==> src/sar_pkg.sv <==
// Shared constants and carriers for the converter strobe interface and sequencer.
// Assumes one 100 MHz clock; host strobes arrive asynchronously on pins.
package sar_pkg;
  localparam int res_width = 13;
  localparam int byte_width = 8;
  localparam int sample_gap = 4;
  localparam int trial_count = 12;
  localparam logic [3:0] trial_last = 4'hb;
  localparam logic [2:0] sample_last = 3'h4;
  localparam logic [12:0] latch_reset = 13'h0000;
  localparam logic [12:0] pos_full_code = 13'h0fff;
  localparam logic [12:0] neg_full_code = 13'h1000;

  typedef struct packed {
    logic cs_n;
    logic rd_n;
    logic wr_n;
  } strobe_type;

  typedef struct packed {
    logic sample_pos;
    logic sample_neg;
    logic cmp_strobe;
  } analog_ctl_type;

  typedef enum logic [2:0] {
    st_idle,
    st_sample,
    st_sign,
    st_trial,
    st_update
  } seq_state_type;
endpackage

==> src/pin_sync.sv <==
// Three-stage pin synchroniser; a change counts once stages two and three agree.
// Assumes the input is asynchronous to mclk_i.
`timescale 1ns/1ns
module pin_sync
(
  // Clock and reset
  input wire logic mclk_i,
  input wire logic srst_i,
  // Pin
  input wire logic pin_i,
  output logic level_o
);
  logic [2:0] stage;
  logic [2:0] next_stage;
  logic level;
  logic next_level;

  always_comb
  begin
    next_stage = {stage[1:0], pin_i};
    next_level = level;
    if (stage[1] == stage[2])
    begin
      next_level = stage[2];
    end
  end

  always_ff @(posedge mclk_i)
  begin
    if (srst_i)
    begin
      stage <= 3'h7;
      level <= 1'h1;
    end
    else
    begin
      stage <= next_stage;
      level <= next_level;
    end
  end

  assign level_o = level;
endmodule

==> src/sar_strobe_ctrl.sv <==
// Strobe interface, conversion sequencer and output latch of a 12-bit plus sign converter.
// Assumes a bus master on cs/rd/wr pins and an external comparator and DAC.
`timescale 1ns/1ns
module sar_strobe_ctrl
(
  // Clock and reset
  input wire logic mclk_i,
  input wire logic srst_i,
  // Host strobes and variant strap
  input wire sar_pkg::strobe_type strobe_i,
  input wire logic byte_bus_i,
  // Analog front end
  input wire logic comparator_i,
  output sar_pkg::analog_ctl_type analog_o,
  output logic [11:0] dac_code_o,
  // Host outputs
  output logic [12:0] data_o,
  output logic [7:0] data_bus_low_lines_o,
  output logic data_oe_o,
  output logic conversion_done_irq_n_o,
  output logic ready_n_o,
  output logic busy_o
);
  import sar_pkg::*;

  logic cs_n;
  logic rd_n;
  logic wr_n;
  logic rd_q;
  logic wr_q;
  logic next_rd_q;
  logic next_wr_q;

  pin_sync u_cs (.mclk_i(mclk_i), .srst_i(srst_i), .pin_i(strobe_i.cs_n), .level_o(cs_n));
  pin_sync u_rd (.mclk_i(mclk_i), .srst_i(srst_i), .pin_i(strobe_i.rd_n), .level_o(rd_n));
  pin_sync u_wr (.mclk_i(mclk_i), .srst_i(srst_i), .pin_i(strobe_i.wr_n), .level_o(wr_n));

  logic rd_act;
  logic wr_act;
  logic start_fall;
  logic read_fall;
  logic read_rise;
  assign rd_act = ~cs_n & ~rd_n;
  assign wr_act = ~cs_n & ~wr_n;
  assign start_fall = wr_act & ~wr_q;
  assign read_fall = rd_act & ~rd_q;
  assign read_rise = ~rd_act & rd_q;

  seq_state_type state;
  seq_state_type next_state;
  logic [3:0] bit_idx;
  logic [3:0] next_bit_idx;
  logic [2:0] gap_cnt;
  logic [2:0] next_gap_cnt;
  logic sign;
  logic next_sign;
  logic [11:0] sar;
  logic [11:0] next_sar;
  logic [12:0] latch;
  logic [12:0] next_latch;
  logic [12:0] shown;
  logic [12:0] next_shown;
  logic irq_n;
  logic next_irq_n;
  logic ptr_low;
  logic next_ptr_low;
  logic wr_held;
  logic next_wr_held;
  analog_ctl_type actl;
  analog_ctl_type next_actl;

  // Sign then magnitude, complemented when negative; a negative trial word maps onto the lower half of the code span
  function automatic logic [12:0] to_code(input logic s, input logic [11:0] m);
    to_code = {s, s ? ~m : m};
  endfunction

  always_comb
  begin
    next_state = state;
    next_bit_idx = bit_idx;
    next_gap_cnt = gap_cnt;
    next_sign = sign;
    next_sar = sar;
    next_latch = latch;
    next_irq_n = irq_n;
    next_ptr_low = ptr_low;
    next_wr_held = wr_held & wr_act;
    next_actl = '0;
    next_rd_q = rd_act;
    next_wr_q = wr_act;
    case (state)
      st_sample:
      begin
        next_gap_cnt = gap_cnt + 3'h1;
        next_actl.sample_neg = (gap_cnt == sample_last);
        if (gap_cnt == sample_last)
        begin
          next_state = st_sign;
        end
      end
      st_sign:
      begin
        next_actl.cmp_strobe = 1'h1;
        // Comparator high means the input is above zero, so the sign bit is its inverse
        next_sign = ~comparator_i;
        next_sar = 12'h800;
        next_bit_idx = trial_last;
        next_state = st_trial;
      end
      st_trial:
      begin
        next_actl.cmp_strobe = 1'h1;
        // Decision taken on the last edge of the period, after input spikes decay
        next_sar[bit_idx] = comparator_i ^ sign;
        if (bit_idx == 4'h0)
        begin
          next_state = st_update;
        end
        else
        begin
          next_sar[bit_idx - 4'h1] = 1'h1;
          next_bit_idx = bit_idx - 4'h1;
        end
      end
      st_update:
      begin
        next_latch = to_code(sign, sar);
        next_ptr_low = 1'h0;
        // Still-held start or read suppresses the interrupt entirely
        next_irq_n = wr_held | rd_act;
        next_state = st_idle;
      end
      default:
      begin
        next_state = st_idle;
      end
    endcase
    if (read_fall)
    begin
      next_irq_n = 1'h1;
    end
    if (read_rise && byte_bus_i)
    begin
      next_ptr_low = ~ptr_low;
    end
    if (start_fall)
    begin
      // Restart aborts the running conversion, as with a second early strobe
      next_irq_n = 1'h1;
      next_wr_held = 1'h1;
      next_state = st_sample;
      next_gap_cnt = 3'h1;
      next_actl.sample_pos = 1'h1;
    end
  end

  // Frozen only while a read overlaps its own start, so permanent reads still follow the latch
  always_comb
  begin
    next_shown = shown;
    if (!rd_act || read_fall || !wr_held)
    begin
      next_shown = latch;
    end
  end

  always_ff @(posedge mclk_i)
  begin
    if (srst_i)
    begin
      state <= st_idle;
      bit_idx <= 4'h0;
      gap_cnt <= 3'h0;
      sign <= 1'h0;
      sar <= 12'h000;
      latch <= latch_reset;
      shown <= latch_reset;
      irq_n <= 1'h1;
      ptr_low <= 1'h0;
      wr_held <= 1'h0;
      actl <= '0;
      rd_q <= 1'h0;
      wr_q <= 1'h0;
    end
    else
    begin
      state <= next_state;
      bit_idx <= next_bit_idx;
      gap_cnt <= next_gap_cnt;
      sign <= next_sign;
      sar <= next_sar;
      latch <= next_latch;
      shown <= next_shown;
      irq_n <= next_irq_n;
      ptr_low <= next_ptr_low;
      wr_held <= next_wr_held;
      actl <= next_actl;
      rd_q <= next_rd_q;
      wr_q <= next_wr_q;
    end
  end

  assign analog_o = actl;
  assign dac_code_o = sar;
  assign data_o = shown;
  // High byte sign extended, low byte plain
  assign data_bus_low_lines_o = ptr_low ? shown[7:0] : {{3{shown[12]}}, shown[12:8]};
  assign data_oe_o = rd_act;
  assign conversion_done_irq_n_o = irq_n;
  assign ready_n_o = (state != st_update);
  assign busy_o = (state != st_idle);

  property p_irq_after_update;
    @(posedge mclk_i) disable iff (srst_i)
      $fell(irq_n) |-> $past(state) == st_update && latch == $past(to_code(sign, sar));
  endproperty
  a_irq_after_update: assert property (p_irq_after_update) else $error("interrupt without latch update");
  property p_ready_one;
    @(posedge mclk_i) disable iff (srst_i) !ready_n_o |=> ready_n_o;
  endproperty
  a_ready_one: assert property (p_ready_one) else $error("ready low longer than one cycle");
  property p_no_irq_long_start;
    @(posedge mclk_i) disable iff (srst_i) (state == st_update && wr_held) |=> irq_n;
  endproperty
  a_no_irq_long_start: assert property (p_no_irq_long_start) else $error("irq on long start");
  property p_no_irq_read_low;
    @(posedge mclk_i) disable iff (srst_i) (state == st_update && rd_act) |=> irq_n;
  endproperty
  a_no_irq_read_low: assert property (p_no_irq_read_low) else $error("irq with read held");
  property p_irq_clear;
    @(posedge mclk_i) disable iff (srst_i) (read_fall || start_fall) |=> irq_n;
  endproperty
  a_irq_clear: assert property (p_irq_clear) else $error("interrupt not cleared");
  property p_ready_update;
    @(posedge mclk_i) disable iff (srst_i) !ready_n_o |=> !$stable(latch) || state == st_idle;
  endproperty
  a_ready_update: assert property (p_ready_update) else $error("ready without update");
  property p_shown_frozen;
    @(posedge mclk_i) disable iff (srst_i) (rd_act && rd_q && wr_held) |=> $stable(shown);
  endproperty
  a_shown_frozen: assert property (p_shown_frozen) else $error("data moved during read");
  property p_sample_gap;
    @(posedge mclk_i) disable iff (srst_i) (actl.sample_pos ##1 !start_fall [*4]) |-> actl.sample_neg;
  endproperty
  a_sample_gap: assert property (p_sample_gap) else $error("negative sample not 4 clocks later");
  property p_ptr_reset;
    @(posedge mclk_i) disable iff (srst_i) (state == st_update && !read_rise) |=> !ptr_low;
  endproperty
  a_ptr_reset: assert property (p_ptr_reset) else $error("byte pointer not reset");
  property p_conv_len;
    @(posedge mclk_i) disable iff (srst_i) start_fall ##1 !start_fall [*8] |-> ##[1:20] state == st_update;
  endproperty
  a_conv_len: assert property (p_conv_len) else $error("conversion did not end");
  c_irq: cover property (@(posedge mclk_i) $fell(irq_n));
  c_long_start: cover property (@(posedge mclk_i) state == st_update && wr_held);
  c_low_byte: cover property (@(posedge mclk_i) read_rise && ptr_low);
endmodule

==> config.mk <==
export PLATFORM = sky130hd
export DESIGN_NAME = sar_strobe_ctrl
export DESIGN_NICKNAME = d
export VERILOG_FILES = /design/src/sar_pkg.sv /design/src/pin_sync.sv /design/src/sar_strobe_ctrl.sv
export SDC_FILE = /design/constraint.sdc
export NUM_CORES = 1
export LEC_CHECK = 0
export BUFFER_PORTS_ARGS = -buffer_cell sky130_fd_sc_hd__buf_2
export CORE_UTILIZATION = 25
export DETAILED_ROUTE_END_ITERATION = 8
export HOLD_SLACK_MARGIN = 0.15
export PLACE_DENSITY_LB_ADDON = 0.05
export SYNTH_ARGS = -nofsm -noshare
export SYNTH_HDL_FRONTEND = slang
export SYNTH_SLANG_ARGS = --single-unit
==> constraint.sdc <==
create_clock -name mclk_i -period 2.2 [get_ports mclk_i]
set_clock_uncertainty 0.15 [all_clocks]
set_input_delay 0.66 -clock mclk_i [delete_from_list [all_inputs] [get_ports mclk_i]]
set_output_delay 0.66 -clock mclk_i [all_outputs]
set_load 0.02 [all_outputs]
======== Yosys cells after proc, flatten, opt, wreduce, memory -nomap -nowiden ========
Cells that the tools add are included.
cells by class
  add/sub/neg operators ................... 2
  $lt $le $gt $ge ......................... 4
  eq/ne operators ......................... 14
  mux-type cells .......................... 22
  bitwise operators ....................... 19
  reductions and logical operators ........ 19
operators by type and width
  cell                                                                number
  2-to-1 mux 12 bit                                                   2
  one-hot mux 12 bit (2 select lines)                                 1
  bitwise mux 12 bit                                                  1
  NOT 12 bit                                                          1
  bitwise OR 12 bit                                                   1
  < comparator 4 x 5 -> 1 bit (second input constant)                 2
  2-to-1 mux 1 bit                                                    10
  != test 3 bit (second input constant)                               3
  NOT 1 bit                                                           9
  one-hot mux 3 bit (3 select lines)                                  1
  demux 1 bit (select 4 bit)                                          2
  greater-or-equal comparator 4 x 1 -> 1 bit (second input constant)  2
  2-to-1 mux 8 bit                                                    1
  one-hot mux 4 bit (2 select lines)                                  1
  bitwise AND 1 bit                                                   6
  == test 3 x 2 -> 1 bit (second input constant)                      2
  == test 3 bit (second input constant)                               2
  2-to-1 mux 3 bit                                                    2
  != test 2 bit (second input constant)                               3
  AND reduction 2 bit                                                 3
  nonzero test 2 bit                                                  3
  OR reduction 2 bit                                                  3
  logical NOT 4 bit                                                   1
  2-to-1 mux 4 bit                                                    1
  11 further kinds                                                    17
storage, ports and cells
  register bits after elaboration ......... 69
  bits of input ports ..................... 7
  word-level logic and storage cells ...... 103

======== Longest topological paths before layout ========
  word-level depth ........................ 8
  gate-level depth with buffers ........... 7
  gate-level depth less buffers ........... 6

======== Modules after synthesis ========
Synthesis repeated with hierarchy kept, for this count alone.
unflattened totals
  cell total of the unflattened synthesis .. 364
  area, all modules ....................... 3149.3 µm²
modules (own cells, without submodules)
  module           instances  cells an instance  area an instance (µm²)  seq. area each (µm²)
  sar_strobe_ctrl  1          334                2803.9                  1141.1
  pin_sync         3          10                 115.1                   80.1

======== Worst setup path after synthesis ========
OpenSTA, ideal clock, no wires.
  path kind ............................... flip-flop to output port
  from .................................... register ptr_low
  to ...................................... output data_bus_low_lines_o[0]
  arrival ................................. 1.002 ns
  data required time ...................... 1.390 ns
  slack ................................... 0.388 ns
  stages on the path, launching flop included .. 3
  path buffers ............................ 1
  cell sequence ........................... dfxtp_1 > clkbuf_1 > mux2_2
on the way
  cells in the longest elaborated chain, start to end .. 1
RTL lines
  item                      RTL line                RTL
  start: declaration        sar_strobe_ctrl.sv:65   logic ptr_low;
  start signal: assignment  sar_strobe_ctrl.sv:195  ptr_low <= next_ptr_low;
  2-to-1 mux 8 bit          sar_strobe_ctrl.sv:207  assign data_bus_low_lines_o = ptr_low ? shown[7:0] : {{3{shown[12]}}, shown[12:8]};
  end: declaration          sar_strobe_ctrl.sv:18   output logic [7:0] data_bus_low_lines_o,
Every way passes these cells.

======== Worst setup path after layout ========
  from .................................... register state[1]
  to ...................................... output busy_o
on the way
  cells in the longest elaborated chain, start to end .. 1
RTL lines
  item                      RTL line                RTL
  start: declaration        sar_strobe_ctrl.sv:49   seq_state_type state;
  start signal: assignment  sar_strobe_ctrl.sv:171  state <= st_idle;
  start signal: assignment  sar_strobe_ctrl.sv:187  state <= next_state;
  nonzero test 3 bit        sar_strobe_ctrl.sv:211  assign busy_o = (state != st_idle);
  end: declaration          sar_strobe_ctrl.sv:22   output logic busy_o
Every way passes these cells.

==> metrics.md <==
| Metric | Value |
|---|---|
| Die outline width | `around 110 um` |
| DR vias | `2,571` |
| Vias in the first global route | `2,376` |
| Io pins | `47` |
| Commonest non-fill, non-tap cell in the layout | `dfxtp_1` |
| Worst Hold End | `u_wr.stage[1]` |
| DR DRC count | `0` |
| Synth Net Count | `374` |
| Worst R2R End | `dac_code_o[6]` |
| Final Max Tran Viols | `0` |
| Largest net degree at the start of global routing | `33` |
| First-pass GRT wire length | `roughly 13,000 um` |
| Req. time, crit path | `1390 ps` |
| CP Buf/Inv Count | `1` |
| CTS tree | `built` |
| Core Util, Final | `31.2%` |
| Final hold slack | `255 ps` |
| Hpwl dp | `5650 um` |
| I/O Buffers | `46` |
| Die extent in y | `between 100 and 150 um` |
| Layout Cells excl Fill | `572` |
| Worst min path class | `flip-flop to flip-flop` |
| Synthesized area | `0.00310 mm^2` |
| Post-Synthesis Cells | `359` |
| Crit path largest cell delay | `approximately 420 ps` |
| Final Cycle Share | `between 90 and 100%` |
| Setup CP Type | `flip-flop to output pin` |
| Power density over the cells | `720 mW/mm^2` |
| Yosys top cell area share | `44.6%` |
| Router iterations before antenna repair | `4` |
| Tot GR Track Use | `13.1%` |
| Worst-path maximum fanout | `9` |
| Max Cap Viol | `0` |
| Num CTS Buffers | `9` |
| Clk_lat worst skew | `340 ps` |
| Vias/cell | `~4.5` |
| CTS sink count | `69` |
| Slew headroom | `approximately 54%` |
| Slowest cell on crit path | `or3_1` |
| Status | `finished, final reports clean` |
| Final worst path period need | `around 2100 ps` |
| Setup tns final | `0 ps` |
| Commonest non-fill, non-tap cells in the layout | `dfxtp_1, nand2_1, buf_2` |
| Die area | `0.0128 mm^2` |
| Ys async rst share | `0%` |
| Clk root buf | `clkbuf_16` |
| Hold buffers post-CTS | `0` |
| Initial antenna violation count | `0` |
| Worst reg2reg path depth | `6` |
| Clock slew at reported path FFs | `50 ps` |
| Setup violation total in the final timing report | `0` |
| Fmax | `474 MHz` |
| Register area share after synthesis | `between 40% and 50%` |
| Post-synth top area cell | `dfxtp_1` |
| Clock buffer depth | `2` |
| Drt wl/cell | `around 14 um` |
| FF-to-FF setup slack | `200 ps` |
| Slew @ Worst Pin | `684 ps` |
| Setup crit end kind | `output pin` |
| H-tree depth | `3` |
| Initial Utilization | `25.7%` |
| Hold Path Origin | `u_wr.stage[0]` |
| Number of synthesized flops with an enable pin | `0` |
| Ranking of synthesized cells by area | `dfxtp_1, a21oi_1, nand2_1, xnor2_1, nor2_1` |
| Site row count | `40` |
| Max VDD drop | `0.258 mV` |
| RR Startpoint | `bit_idx[1]` |
| Initial DRC Count | `102` |
| Synth-to-Final Area Change | `21.6%` |
| Synth Flop Type | `dfxtp_1` |
| Ant diodes | `0` |
| Nets@finish | `416` |
| Gr ovfl total | `0` |
| CP Launch Type | `flip-flop` |
| Multi-input logic area | `0.00156 mm^2` |
| Critical path, cell by cell | `or3_1 -> buf_2` |
| Arrival @ worst endpoint | `1300 ps` |
| Post-route ant nets | `0` |
| Synth cell types | `52` |
| DRT Wirelength | `7900 um` |
| Post-CTS Repair Setup Buffers | `0` |
| Pwr Total | `2.71 mW` |
| Final Hold Fails | `0` |
| RSZ-0062 raised after global routing | `false` |
| GPL Wtd Cong | `around 0.75` |
| Cells after DPL | `558` |
| Reg area | `about 0.0014 mm^2` |
| Placeable Area | `0.0121 mm^2` |
| Hold path depth | `1` |
| Share of layout cells above drive strength 1 | `between 20% and 30%` |
| YS warnings | `0` |
| CP delay by family, top | `simple AND/OR/NAND/NOR gates` |
| FF+latch count, synth | `slightly below 70` |
| Syn avg cell area | `8.63 um^2` |
| Leak Pwr | `1.49 nW` |
| FILL cells | `1,333` |
[cells by family (layout without fill, tap and decap cells)]
group           count (synthesis)  in the layout  share of synthesized area [%]
flops                          69             69                           44.6
buf+inv                        33             78                           5.13
simple gates                  131            131                           20.6
xor+xnor                       16             16                           4.77
mux                             5              5                           1.82
fa+ha+maj                       8              8                           3.23
compound gates                 97             97                           19.9
[state kept, by name, indices dropped and copies added (netlist names), 3 cells and up]
| signal | count |
|---|---|
| u_wr.stage | 3 |
| bit_idx | 4 |
| u_cs.stage | 3 |
| data_o | 13 |
| analog_o | 3 |
| dac_code_o | 12 |
| u_rd.stage | 3 |
| latch | 13 |
| gap_cnt | 3 |
| state | 3 |
[worst max-delay path by stage]
stage	to	depth (start not counted)	slack, ps	start
2_1_floorplan	data_bus_low_lines_o[0]	2	390	ptr_low
6_report	busy_o	2	90	state[1]
4_1_cts	ready_n_o	4	70	state[1]
3_3_place_gp	dac_code_o[6]	6	220	bit_idx[1]
5_1_grt	ready_n_o	4	2	state[1]
3_5_place_dp	dac_code_o[5]	6	230	bit_idx[1]
[report_power, final]
group          leakage (nW)  total [mW]  switching, mW  internal (mW)
Combinational         0.796      0.0414         0.0269         0.0146
Clock                 0.139        1.41          0.520          0.894
Sequential            0.559        1.26        0.00254           1.26
Total                  1.49        2.71          0.549           2.17
[Yosys cell counts, drive strengths merged (2+ instances only)]
cell type and instances:
o21bai 4, nand2 48, and3 5, ha 8
a31oi 4, nand3 6, nor2 33, a21o 2
nand2b 3, xnor2 14, inv 8, a221oi 2
a22oi 2, o21ai 15, o31ai 2, a211oi 14
dfxtp 69, a21oi 36, nor2b 2, nor3 7
o211ai 5, or2 10, or3 5, a32o 2
and2 3, xor2 2, buf 15, clkbuf 10
mux2 5, nor3b 3, o221ai 2
[layer usage]
| metal | track usage [%] | up-vias | part of all wire [%] |
|---|---|---|---|
| met1 | 17.1 | 1181 | 51 |
| met3 | 4.18 | 10 | 4.0 |
| met5 | 0 | - | 0 |
| met2 | 19.6 | 46 | 44 |
| li1 | - | 1334 | - |
| met4 | 5.79 | 0 | 1.5 |
[repair_timing]
action	in CTS	in global routing
hold endpoints to repair	0	0
endpoints found under the setup margin	5	0
resized for setup	2	0
[cell type report]
class / count / area share, %
Timing Repair Buffer: 56 / 8.10
Inverter: 8 / 0.797
Sequential cell: 69 / 36.7
Multi-Input combinational cell: 257 / 41.3
Tap cell: 168 / 5.58
Clock inverter: 2 / 0.930
Clock buffer: 12 / 6.54
[metrics by stage]
step	worst slack (ps)	instance area, um^2
2_1_floorplan	388	3100
3_3_place_gp	219	3480
3_5_place_dp	231	3480
4_1_cts	70.0	3770
5_1_grt	1.64	3770
6_report	92.1	3770
(Power assumes the default switching activity.)
